### config.mk
export PLATFORM = sky130hd
export DESIGN_NAME = ptp_ts_rewrite
export DESIGN_NICKNAME = d
export VERILOG_FILES = /design/src/ptp_pkg.sv /design/src/ptp_ts_rewrite.sv
export VERILOG_INCLUDE_DIRS = /design/src
export SDC_FILE = /design/constraint.sdc
export NUM_CORES = 2
export LEC_CHECK = 0
export BUFFER_PORTS_ARGS = -buffer_cell sky130_fd_sc_hd__buf_2
export CORE_ASPECT_RATIO = 0.7
export CORE_MARGIN = 3
export CORE_UTILIZATION = 63
export DETAILED_ROUTE_END_ITERATION = 16
export PLACE_DENSITY_LB_ADDON = 0.25
export SLEW_MARGIN = 20
export SYNTH_ARGS = -nofsm -noshare
export SYNTH_HDL_FRONTEND = slang
export SYNTH_SLANG_ARGS = --single-unit
### constraint.sdc
create_clock -name i_ref_clk -period 21.1 [get_ports i_ref_clk]
set_clock_uncertainty 0.2 [all_clocks]
set_input_delay 0 -clock i_ref_clk [delete_from_list [all_inputs] [get_ports i_ref_clk]]
set_output_delay 0 -clock i_ref_clk [all_outputs]
set_load 0.03 [all_outputs]
### src/ptp_ts_cfg.svh
// constants for the ptp time stamp rewrite block
`ifndef PTP_TS_CFG_SVH
`define PTP_TS_CFG_SVH
// ****************************************
// register map (byte addresses)
// ****************************************
`define REG_CTRL 8'h00
`define REG_LATENCY 8'h04
`define REG_ASYM 8'h08
`define REG_ID_OFS 8'h0C
`define REG_STATUS 8'h10
`define REG_FIFO_ID 8'h14
`define REG_FIFO_TS 8'h18
`define CTRL_EN 0
`define CTRL_EGR 1
`define CTRL_MODE 3:2
`define CTRL_DOM 15:8
`define CTRL_RESET 32'h0000_0000
`define STATUS_OVF 8
`define RESP_OKAY 2'h0
`define RESP_SLVERR 2'h2
// ****************************************
// frame layout, byte index from first dest byte
// ****************************************
`define POS_ETH_HI 6'h0C
`define POS_ETH_LO 6'h0D
`define POS_MSGTYPE 6'h0E
`define POS_DOMAIN 6'h12
`define POS_CF 6'h16
`define POS_CF_LAST 6'h1D
`define POS_RES 6'h1E
`define POS_RES_LAST 6'h21
`define POS_DECIDE 6'h21
`define POS_MAX 6'h3F
`define ETYPE_HI 8'h88
`define ETYPE_LO 8'hF7
`define MSG_SYNC 4'h0
`define MSG_DREQ 4'h1
`define ID_LEN 6'h04
// ****************************************
// sizes and arithmetic
// ****************************************
`define DELAY_DEPTH 40
`define FIFO_DEPTH 8
`define FIFO_AW 3
`define CRC_INIT 32'hFFFF_FFFF
`define CRC_POLY 32'hEDB8_8320
`define CRC_RESIDUE 32'hDEBB_20E3
`define NS_PER_SEC 32'h3B9A_CA00
`endif

### src/ptp_pkg.sv
// types shared by the ptp time stamp rewrite block
package ptp_pkg;
  typedef enum logic [1:0] {
    MODE_TWO_STEP = 2'h0,
    MODE_TC_A = 2'h1,
    MODE_TC_B = 2'h2
  } clk_mode_e;
  typedef enum logic [5:0] {
    ACT_NOP = 6'b000001,
    ACT_WRITE = 6'b000010,
    ACT_WRITE_SAVE = 6'b000100,
    ACT_SUBTRACT = 6'b001000,
    ACT_ADD = 6'b010000,
    ACT_MODEB_EGR = 6'b100000
  } action_e;
  typedef struct packed {
    logic valid;
    logic [7:0] data;
    logic last;
  } beat_s;
  typedef struct packed {
    logic valid;
    logic [7:0] data;
    logic last;
    logic bad;
  } line_s;
  typedef struct packed {
    logic hit;
    logic wr_cf;
    logic wr_res;
    logic [63:0] cf;
    logic [31:0] res;
  } decision_s;
  typedef struct packed {
    logic [31:0] id;
    logic [31:0] ts;
  } fifo_entry_s;
endpackage

### src/ptp_ts_rewrite.sv
// per-direction ptp analyzer, time stamp unit, rewriter and tx stamp fifo
//
// The address map and the AXI4-Lite register port are this design's own decisions.
`include "ptp_ts_cfg.svh"
module ptp_ts_rewrite (
  // clock and reset
  input wire logic i_ref_clk,
  input wire logic i_rstn,
  // frame stream in, local ns time
  input wire ptp_pkg::beat_s i_in_beat,
  input wire logic [31:0] i_time_ns,
  // frame stream out
  output ptp_pkg::beat_s o_out_beat,
  // axi4-lite write
  input wire logic [7:0] i_axi_awaddr,
  input wire logic i_axi_awvalid,
  output logic o_axi_awready,
  input wire logic [31:0] i_axi_wdata,
  input wire logic [3:0] i_axi_wstrb,
  input wire logic i_axi_wvalid,
  output logic o_axi_wready,
  output logic [1:0] o_axi_bresp,
  output logic o_axi_bvalid,
  input wire logic i_axi_bready,
  // axi4-lite read
  input wire logic [7:0] i_axi_araddr,
  input wire logic i_axi_arvalid,
  output logic o_axi_arready,
  output logic [31:0] o_axi_rdata,
  output logic [1:0] o_axi_rresp,
  output logic o_axi_rvalid,
  input wire logic i_axi_rready
);
  import ptp_pkg::*;

  function automatic logic [31:0] crc_byte(input logic [31:0] c, input logic [7:0] d);
    logic [31:0] r;
    r = c ^ {24'h0, d};
    for (int b = 0; b < 8; b++) begin
      r = r[0] ? ((r >> 1) ^ `CRC_POLY) : (r >> 1);
    end
    return r;
  endfunction

  function automatic logic [31:0] merge(input logic [31:0] old, input logic [31:0] d,
                                        input logic [3:0] be);
    logic [31:0] r;
    r = old;
    for (int b = 0; b < 4; b++) begin
      if (be[b]) begin
        r[b*8 +: 8] = d[b*8 +: 8];
      end
    end
    return r;
  endfunction

  // ****************************************
  // registers
  // ****************************************
  logic [31:0] ctrl_reg;
  logic [31:0] latency_reg;
  logic [31:0] asym_reg;
  logic [5:0] id_ofs_reg;
  logic ovf_reg;
  wire logic enable = ctrl_reg[`CTRL_EN];
  wire logic egress = ctrl_reg[`CTRL_EGR];
  wire clk_mode_e mode = clk_mode_e'(ctrl_reg[`CTRL_MODE]);
  wire logic [7:0] domain = ctrl_reg[`CTRL_DOM];

  // ****************************************
  // analyzer: byte position and field capture
  // ****************************************
  logic in_mid_reg;
  logic [5:0] in_pos_reg;
  logic [31:0] ts_cap_reg;
  logic [31:0] crc_in_reg;
  logic etype_ok_reg;
  logic [3:0] msg_reg;
  logic dom_ok_reg;
  logic [63:0] cf_reg;
  logic [23:0] res_reg;
  logic [31:0] id_reg;
  decision_s dec_reg;
  wire logic in_v = i_in_beat.valid;
  wire logic [7:0] in_d = i_in_beat.data;
  wire logic in_first = in_v && !in_mid_reg;
  wire logic [5:0] in_pos = in_first ? 6'h00 : in_pos_reg;
  wire logic [5:0] in_pos_inc = (in_pos == `POS_MAX) ? `POS_MAX : in_pos + 6'h01;
  wire logic [31:0] crc_in = crc_byte(in_first ? `CRC_INIT : crc_in_reg, in_d);
  wire logic in_bad = i_in_beat.last && (crc_in != `CRC_RESIDUE);
  wire logic in_cf = in_pos >= `POS_CF && in_pos <= `POS_CF_LAST;
  wire logic in_id = in_pos >= id_ofs_reg && in_pos < id_ofs_reg + `ID_LEN;
  wire logic decide = in_v && in_pos == `POS_DECIDE;

  always_ff @(posedge i_ref_clk or negedge i_rstn) begin
    if (!i_rstn) begin
      in_mid_reg <= 1'b0;
      in_pos_reg <= 6'h00;
      crc_in_reg <= `CRC_INIT;
    end else if (in_v) begin
      in_mid_reg <= !i_in_beat.last;
      in_pos_reg <= in_pos_inc;
      crc_in_reg <= crc_in;
    end
  end

  always_ff @(posedge i_ref_clk or negedge i_rstn) begin
    if (!i_rstn) begin
      ts_cap_reg <= 32'h0;
      etype_ok_reg <= 1'b0;
      msg_reg <= 4'h0;
      dom_ok_reg <= 1'b0;
      cf_reg <= 64'h0;
      res_reg <= 24'h0;
      id_reg <= 32'h0;
    end else if (in_v) begin
      if (in_first) ts_cap_reg <= i_time_ns;
      if (in_pos == `POS_ETH_HI) etype_ok_reg <= in_d == `ETYPE_HI;
      if (in_pos == `POS_ETH_LO) etype_ok_reg <= etype_ok_reg && in_d == `ETYPE_LO;
      if (in_pos == `POS_MSGTYPE) msg_reg <= in_d[3:0];
      if (in_pos == `POS_DOMAIN) dom_ok_reg <= in_d == domain;
      if (in_cf) cf_reg <= {cf_reg[55:0], in_d};
      if (in_pos >= `POS_RES) res_reg <= {res_reg[15:0], in_d};
      if (in_id) id_reg <= {id_reg[23:0], in_d};
    end
  end

  // ****************************************
  // time stamp unit
  // ****************************************
  wire logic is_sync = msg_reg == `MSG_SYNC;
  wire logic is_dreq = msg_reg == `MSG_DREQ;
  wire logic match = enable && etype_ok_reg && dom_ok_reg && (is_sync || is_dreq);
  wire logic [31:0] res_full = {res_reg, in_d};
  wire logic [31:0] t_rx = ts_cap_reg - latency_reg;
  wire logic [31:0] t_tx = ts_cap_reg + latency_reg;
  // reserved bytes hold sub-second ns, so a second boundary needs folding back
  wire logic [31:0] resid = (t_tx - res_full) + ((t_tx < res_full) ? `NS_PER_SEC : 32'h0);
  wire logic asym_app = egress ? is_dreq : is_sync;
  wire logic [63:0] asym64 = {{16{asym_reg[31]}}, asym_reg, 16'h0};
  wire logic [63:0] asym_term = !asym_app ? 64'h0 : egress ? -asym64 : asym64;
  wire logic [63:0] cf_base = cf_reg + asym_term;
  wire logic [63:0] cf_sub = cf_base - {16'h0, t_rx, 16'h0};
  wire logic [63:0] cf_add = cf_base + {16'h0, t_tx, 16'h0};
  wire logic [63:0] cf_modeb = cf_base + {16'h0, resid, 16'h0};
  wire action_e act = action_e'(
    !match ? ACT_NOP :
    (mode == MODE_TC_A) ? (egress ? ACT_ADD : ACT_SUBTRACT) :
    (mode == MODE_TC_B && egress) ? ACT_MODEB_EGR :
    egress ? ACT_WRITE_SAVE : ACT_WRITE);
  wire logic act_cf_only = act == ACT_SUBTRACT || act == ACT_ADD || act == ACT_MODEB_EGR;
  decision_s dec_next;
  assign dec_next.hit = act != ACT_NOP;
  assign dec_next.wr_res = act == ACT_WRITE || act == ACT_MODEB_EGR;
  assign dec_next.wr_cf = act_cf_only || (dec_next.hit && asym_app);
  assign dec_next.cf = (act == ACT_SUBTRACT) ? cf_sub : (act == ACT_ADD) ? cf_add :
                       (act == ACT_MODEB_EGR) ? cf_modeb : cf_base;
  assign dec_next.res = (act == ACT_WRITE) ? t_rx : 32'h0;

  // a frame too short to reach the decision point keeps hit low
  always_ff @(posedge i_ref_clk or negedge i_rstn) begin
    if (!i_rstn) begin
      dec_reg <= '0;
    end else if (in_first) begin
      dec_reg <= '0;
    end else if (decide) begin
      dec_reg <= dec_next;
    end
  end

  // ****************************************
  // delay line: holds bytes until the decision is known
  // ****************************************
  line_s dl_reg [`DELAY_DEPTH];
  logic [3:0] tail_hit;
  logic [3:0] tail_bad;
  genvar g;
  generate
    for (g = 0; g < `DELAY_DEPTH; g++) begin : g_dl
      line_s dl_src;
      if (g == 0) begin : g_first
        assign dl_src = {in_v, in_d, i_in_beat.last, in_bad};
      end else begin : g_next
        assign dl_src = dl_reg[g-1];
      end
      always_ff @(posedge i_ref_clk or negedge i_rstn) begin
        if (!i_rstn) begin
          dl_reg[g] <= '0;
        end else begin
          dl_reg[g] <= dl_src;
        end
      end
    end
    for (g = 0; g < 4; g++) begin : g_tail
      assign tail_hit[g] = dl_reg[`DELAY_DEPTH-1-g].valid && dl_reg[`DELAY_DEPTH-1-g].last;
      assign tail_bad[g] = tail_hit[g] && dl_reg[`DELAY_DEPTH-1-g].bad;
    end
  endgenerate

  // ****************************************
  // rewriter
  // ****************************************
  line_s head;
  assign head = dl_reg[`DELAY_DEPTH-1];
  logic out_mid_reg;
  logic [5:0] out_pos_reg;
  decision_s out_dec_reg;
  logic [31:0] crc_out_reg;
  beat_s out_reg;
  wire logic out_first = head.valid && !out_mid_reg;
  wire logic [5:0] out_pos = out_first ? 6'h00 : out_pos_reg;
  wire decision_s odec = out_first ? dec_reg : out_dec_reg;
  wire logic in_fcs = |tail_hit;
  wire logic [1:0] fcs_k = tail_hit[0] ? 2'h3 : tail_hit[1] ? 2'h2 : tail_hit[2] ? 2'h1 : 2'h0;
  wire logic [5:0] cf_sel = `POS_CF_LAST - out_pos;
  wire logic [5:0] res_sel = `POS_RES_LAST - out_pos;
  wire logic at_cf = odec.wr_cf && out_pos >= `POS_CF && out_pos <= `POS_CF_LAST;
  wire logic at_res = odec.wr_res && out_pos >= `POS_RES && out_pos <= `POS_RES_LAST;
  wire logic modified = odec.wr_cf || odec.wr_res;
  wire logic [7:0] body_byte = at_cf ? odec.cf[{cf_sel[2:0], 3'h0} +: 8] :
                               at_res ? odec.res[{res_sel[1:0], 3'h0} +: 8] :
                               head.data;
  wire logic [31:0] crc_run = out_first ? `CRC_INIT : crc_out_reg;
  // fcs goes out low byte first; left uninverted for a bad input frame so the frame stays bad
  wire logic [7:0] fcs_byte = crc_run[{fcs_k, 3'h0} +: 8] ^ ((|tail_bad) ? 8'h00 : 8'hFF);
  wire logic [7:0] out_byte = (modified && in_fcs) ? fcs_byte : body_byte;

  always_ff @(posedge i_ref_clk or negedge i_rstn) begin
    if (!i_rstn) begin
      out_mid_reg <= 1'b0;
      out_pos_reg <= 6'h00;
      out_dec_reg <= '0;
      crc_out_reg <= `CRC_INIT;
    end else if (head.valid) begin
      out_mid_reg <= !head.last;
      out_pos_reg <= (out_pos == `POS_MAX) ? `POS_MAX : out_pos + 6'h01;
      out_dec_reg <= odec;
      crc_out_reg <= in_fcs ? crc_run : crc_byte(crc_run, out_byte);
    end
  end

  // one byte out for every byte in: length never changes
  always_ff @(posedge i_ref_clk or negedge i_rstn) begin
    if (!i_rstn) begin
      out_reg <= '0;
    end else begin
      out_reg <= {head.valid, out_byte, head.last};
    end
  end
  assign o_out_beat = out_reg;

  // ****************************************
  // tx time stamp fifo
  // ****************************************
  fifo_entry_s fifo_mem_reg [`FIFO_DEPTH];
  logic [`FIFO_AW:0] wr_ptr_reg;
  logic [`FIFO_AW:0] rd_ptr_reg;
  wire logic [`FIFO_AW:0] fifo_cnt = wr_ptr_reg - rd_ptr_reg;
  wire logic fifo_full = fifo_cnt[`FIFO_AW];
  wire logic fifo_empty = fifo_cnt == '0;
  // sequence id lies past the decision point: the entry waits for the last byte
  logic save_pend_reg;
  wire logic save_req = decide && act == ACT_WRITE_SAVE;
  wire logic push_req = save_pend_reg && in_v && i_in_beat.last;
  wire logic push = push_req && !fifo_full;

  always_ff @(posedge i_ref_clk or negedge i_rstn) begin
    if (!i_rstn) begin
      save_pend_reg <= 1'b0;
    end else if (save_req) begin
      save_pend_reg <= 1'b1;
    end else if (in_first || push_req) begin
      save_pend_reg <= 1'b0;
    end
  end
  wire fifo_entry_s fifo_head = fifo_mem_reg[rd_ptr_reg[`FIFO_AW-1:0]];
  logic pop;

  always_ff @(posedge i_ref_clk) begin
    if (push) begin
      fifo_mem_reg[wr_ptr_reg[`FIFO_AW-1:0]] <= '{id: id_reg, ts: t_tx};
    end
  end

  always_ff @(posedge i_ref_clk or negedge i_rstn) begin
    if (!i_rstn) begin
      wr_ptr_reg <= '0;
      rd_ptr_reg <= '0;
    end else begin
      wr_ptr_reg <= wr_ptr_reg + (`FIFO_AW+1)'(push);
      rd_ptr_reg <= rd_ptr_reg + (`FIFO_AW+1)'(pop);
    end
  end

  // ****************************************
  // axi4-lite slave
  // ****************************************
  logic awready_reg, wready_reg, bvalid_reg, arready_reg, rvalid_reg;
  logic [7:0] awaddr_reg;
  logic [31:0] wdata_reg;
  logic [3:0] wstrb_reg;
  logic [1:0] bresp_reg, rresp_reg;
  logic [31:0] rdata_reg;
  wire logic aw_hs = i_axi_awvalid && awready_reg;
  wire logic w_hs = i_axi_wvalid && wready_reg;
  wire logic ar_hs = i_axi_arvalid && arready_reg;
  wire logic wr_go = !awready_reg && !wready_reg && !bvalid_reg;
  wire logic wr_map = awaddr_reg == `REG_CTRL || awaddr_reg == `REG_LATENCY ||
                      awaddr_reg == `REG_ASYM || awaddr_reg == `REG_ID_OFS ||
                      awaddr_reg == `REG_STATUS;
  wire logic ovf_clr = wr_go && awaddr_reg == `REG_STATUS && wstrb_reg[1] &&
                       wdata_reg[`STATUS_OVF];
  wire logic rd_map = wr_map_r(i_axi_araddr);
  wire logic [31:0] rd_data =
    (i_axi_araddr == `REG_CTRL) ? ctrl_reg :
    (i_axi_araddr == `REG_LATENCY) ? latency_reg :
    (i_axi_araddr == `REG_ASYM) ? asym_reg :
    (i_axi_araddr == `REG_ID_OFS) ? {26'h0, id_ofs_reg} :
    (i_axi_araddr == `REG_STATUS) ? {23'h0, ovf_reg, 4'h0, 4'(fifo_cnt)} :
    (i_axi_araddr == `REG_FIFO_ID) ? fifo_head.id :
    (i_axi_araddr == `REG_FIFO_TS) ? fifo_head.ts : 32'h0;
  // reading the stamp word retires the entry; read the id first
  assign pop = ar_hs && i_axi_araddr == `REG_FIFO_TS && !fifo_empty;

  function automatic logic wr_map_r(input logic [7:0] a);
    return a == `REG_CTRL || a == `REG_LATENCY || a == `REG_ASYM || a == `REG_ID_OFS ||
           a == `REG_STATUS || a == `REG_FIFO_ID || a == `REG_FIFO_TS;
  endfunction

  always_ff @(posedge i_ref_clk or negedge i_rstn) begin
    if (!i_rstn) begin
      awready_reg <= 1'b1;
      wready_reg <= 1'b1;
      bvalid_reg <= 1'b0;
      bresp_reg <= `RESP_OKAY;
      awaddr_reg <= 8'h00;
      wdata_reg <= 32'h0;
      wstrb_reg <= 4'h0;
    end else begin
      if (aw_hs) begin
        awready_reg <= 1'b0;
        awaddr_reg <= {i_axi_awaddr[7:2], 2'h0};
      end
      if (w_hs) begin
        wready_reg <= 1'b0;
        wdata_reg <= i_axi_wdata;
        wstrb_reg <= i_axi_wstrb;
      end
      if (wr_go) begin
        bvalid_reg <= 1'b1;
        bresp_reg <= wr_map ? `RESP_OKAY : `RESP_SLVERR;
      end
      if (bvalid_reg && i_axi_bready) begin
        bvalid_reg <= 1'b0;
        awready_reg <= 1'b1;
        wready_reg <= 1'b1;
      end
    end
  end

  always_ff @(posedge i_ref_clk or negedge i_rstn) begin
    if (!i_rstn) begin
      ctrl_reg <= `CTRL_RESET;
      latency_reg <= 32'h0;
      asym_reg <= 32'h0;
      id_ofs_reg <= 6'h00;
    end else if (wr_go) begin
      if (awaddr_reg == `REG_CTRL) ctrl_reg <= merge(ctrl_reg, wdata_reg, wstrb_reg);
      if (awaddr_reg == `REG_LATENCY) latency_reg <= merge(latency_reg, wdata_reg, wstrb_reg);
      if (awaddr_reg == `REG_ASYM) asym_reg <= merge(asym_reg, wdata_reg, wstrb_reg);
      if (awaddr_reg == `REG_ID_OFS && wstrb_reg[0]) id_ofs_reg <= wdata_reg[5:0];
    end
  end

  // overflow: a dropped push in the clearing cycle keeps the flag set
  always_ff @(posedge i_ref_clk or negedge i_rstn) begin
    if (!i_rstn) begin
      ovf_reg <= 1'b0;
    end else begin
      ovf_reg <= (push_req && fifo_full) || (ovf_reg && !ovf_clr);
    end
  end

  always_ff @(posedge i_ref_clk or negedge i_rstn) begin
    if (!i_rstn) begin
      arready_reg <= 1'b1;
      rvalid_reg <= 1'b0;
      rdata_reg <= 32'h0;
      rresp_reg <= `RESP_OKAY;
    end else if (ar_hs) begin
      arready_reg <= 1'b0;
      rvalid_reg <= 1'b1;
      rdata_reg <= rd_data;
      rresp_reg <= rd_map ? `RESP_OKAY : `RESP_SLVERR;
    end else if (rvalid_reg && i_axi_rready) begin
      arready_reg <= 1'b1;
      rvalid_reg <= 1'b0;
    end
  end

  assign o_axi_awready = awready_reg;
  assign o_axi_wready = wready_reg;
  assign o_axi_bvalid = bvalid_reg;
  assign o_axi_bresp = bresp_reg;
  assign o_axi_arready = arready_reg;
  assign o_axi_rvalid = rvalid_reg;
  assign o_axi_rdata = rdata_reg;
  assign o_axi_rresp = rresp_reg;
endmodule

==> flow_summary_export.csv <==
group,metric,value,unit
floorplanning,start_util,64.1,%
sta,fin_crit_sh,64.7,%
detailed_routing,ant_nets,0,
clocking,cts.sinks,1587,
detailed_routing,wl_per_cell,27.6,µm
clocking,clk_pin_slew,0.07,ns
grt,overflow,0,
floorplanning,dieArea,123000,µm²
grt,grt_use_total,36.5,%
logic_synthesis,synth-main-ff-cell,"dfrtp_1",
sta,maxSlewHeadroom,19.1,%
logic_synthesis,yosysUniqueCellTypes,108,
logic_synthesis,ys_async_sr_fraction,67.7,%
power,vdd.ir_drop.worst,0.200,mV
grt,antenna_found_initial,9,
detailed_routing,vias,53200,
sta,fmax,73.3,MHz
logic_synthesis,synth-edff-count,512,
clocking,insertion_delay,0.81,ns
sta,rsz0062_at_grt,"no",
setup_path,cpMaxStageDelayCell,"nor4bb_1",
place,routabilityCongestion,0.983,
clocking,cts_buffer_depth,3,
logic_synthesis,synth_cells,6118,
finish,syn_to_final_growth,12.7,%
floorplanning,fp.dieW,417,µm
sta,period_needed,13.65,ns
sta,hold_viol,0,
clocking,cts_resized,0,
logic_synthesis,synth_compound_area_share,11.1,%
finish,final_util,72.3,%
clocking,cts_tree,"built",
setup_path,crit_required,21.60,ns
setup_path,critPathMaxFanout,13,
logic_synthesis,synthAdderAreaFrac,5.67,%
power,power_density,182,nW/µm²
clocking,cts_max_level,4,
place,io_buffers,147,
floorplanning,die_h,294,µm
finish,final_common_cell,"dfrtp_1",
detailed_routing,routed_wl,223000,µm
setup_path,start_kind,"flop",
floorplanning,num_io_pins,152,
logic_synthesis,muxShareOfSynthArea,9.81,%
clocking,cts_buffers,144,
finish,drive_gt1_share,16.2,%
logic_synthesis,yosys_register_bits,1587,
logic_synthesis,synth_simple_gate_area_share,9.21,%
run_status,outcome,"completed",
sta,worstMarginPinSlew,1.21,ns
logic_synthesis,syn_avg_cell_area,12.2,µm²
sta,finalSetupTns,0,ns
detailed_routing,drt-pass1-iter-count,6,
clocking,cts-root-buf,"clkbuf_16",
finish,final_cell_mix,"dfrtp_1, nand2_1, edfxtp_1",
logic_synthesis,yosys_warnings,0,
setup_path,crit_top_cell,"a21oi_1",
detailed_routing,post-route-drc-count,0,
logic_synthesis,synthTopCellsByArea,"dfrtp_1, edfxtp_1, ha_1",
logic_synthesis,ys_seq_area_share,56.8,%
logic_synthesis,synth-xor-area-share,4.89,%
floorplanning,core-area,116000,µm²
setup_path,end_kind,"flop",
power,p_leak,35.8,nW
min_path,min_path_type,"input pin to flop",
grt,grt_max_degree,168,
finish,fillers,7461,
detailed_routing,drt_iter0_markers,7246,
setup_path,arrival,14.15,ns
finish,nets,6847,
place,pre_cts_ws,8.11,ns
finish,largest_reg_flops,512,
logic_synthesis,synth_top_area_share,33.8,%
grt,grt_pass1_vias,52500,
setup_path,criticalPathCategory,"flop to flop",
grt,grt_pass1_wl,333000,µm
floorplanning,num_rows,104,
logic_synthesis,netlist_area,74500,µm²
detailed_routing,routed_via_density,6.58,
setup_path,max_stage_delay,0.91,ns
flow_run,cap_violations,0,
sta,setup_viol,0,
sta,worst_slack,7.45,ns
logic_synthesis,yosysTopAreaCell,"dfrtp_1",
sta,drv_slew,0,
logic_synthesis,synth_top_family_by_area,"compound AO/OA/AOI/OAI gates",
place,hpwlAfterDp,148000,µm
-- synth_stat cells, drive strengths merged (33+ instances only) --
cell,number
xor2,154
a21oi,330
mux4,145
buf,73
mux2i,87
o21ai,289
nand2,750
nor2,348
xnor2,255
a22oi,39
inv,181
o211ai,49
clkbuf,209
o22ai,48
a211oi,73
ha,296
edfxtp,512
nand3,104
nor3,73
nand2b,34
nor2b,37
dfstp,67
o21bai,33
a21o,122
mux2,282
a31oi,36
dfrtp,1008
-- path summary, 6_finish.rpt --
kind	depth (start not counted)	slack, ns	end	startpoint
max reg2reg	48	7.45	dec_reg[92]	latency_reg[1]
min in group asynchronous	3	0.29	crc_out_reg[0]	i_rstn
max in group asynchronous	7	16.77	asym_reg[3]	i_rstn
min	4	0.08	res_reg[5]	i_in_beat[6]
min reg2reg	0	0.11	dl_reg[26]	dl_reg[37]
max	48	7.45	dec_reg[92]	latency_reg[1]
-- where the power goes --
| group | total, mW | internal (mW) | switching, mW |
|---|---|---|---|
| Sequential | 4.26 | 3.77 | 0.497 |
| Clock | 2.75 | 1.50 | 1.25 |
| Combinational | 8.27 | 3.21 | 5.06 |
| Total | 15.3 | 8.48 | 6.80 |
-- cell type report --
type / instances / area (µm²) / area share [%]
Inverter: 181 / 681 / 0.810
Clock buffer: 200 / 4100 / 4.88
Antenna cell: 1 / 2.50 / 0.00298
Multi-Input combinational cell: 4069 / 30500 / 36.4
Sequential cell: 1587 / 42400 / 50.4
Tap cell: 1537 / 1920 / 2.29
Timing Repair Buffer: 441 / 3500 / 4.16
Clock inverter: 62 / 886 / 1.05
-- metal layers --
layer  wire length, µm  vias to the layer above  global-route usage (%)  share of wire, %
li1                  -                    22700                       -                 -
met1             90200                    26600                    53.5                40
met2             96200                     3248                    52.6                43
met3             27600                      581                    10.2                12
met4              8750                        8                    13.1               3.9
met5                54                        -                       0             0.024
-- worst max-delay path: cells and delay by family, from the launching register on --
kind | cells | cell delay, ns
flops | 1 | 0.47
xor+xnor | 2 | 0.95
simple gates | 12 | 2.69
buf+inv | 2 | 0.47
compound gates | 27 | 6.84
fa+ha+maj | 5 | 1.91
-- kinds of logic (layout without fill, tap and decap cells) --
family,count (synthesis),count (layout)
AND/OR/NAND/NOR,1548,1548
XOR/XNOR,409,409
adder cells (fa/ha/maj),322,322
AO/OA/AOI/OAI,1274,1274
buffers and inverters,463,884
multiplexers,514,514
other,1,3
flip-flops,1587,1587
-- metrics by stage --
step / area, µm² / std cells / total power [mW] / hold slack, ns
floorplan: 74500 / 6119 / 9.95 / -0.496
global placement: 77000 / 7615 / 12.1 / -0.123
detailed placement: 77000 / 7615 / 12.2 / -0.122
CTS: 84000 / 8077 / 15.0 / 0.0446
global route: 84000 / 8077 / 16.1 / 0.0559
finish: 84000 / 8078 / 15.3 / 0.0850
-- repair_timing --
action | in CTS | in global routing
buffers inserted | 0 | 0
endpoints found under the hold margin | 712 | 0
hold buffers | 200 | 0
Note: power is estimated with default switching activity, not from simulation.
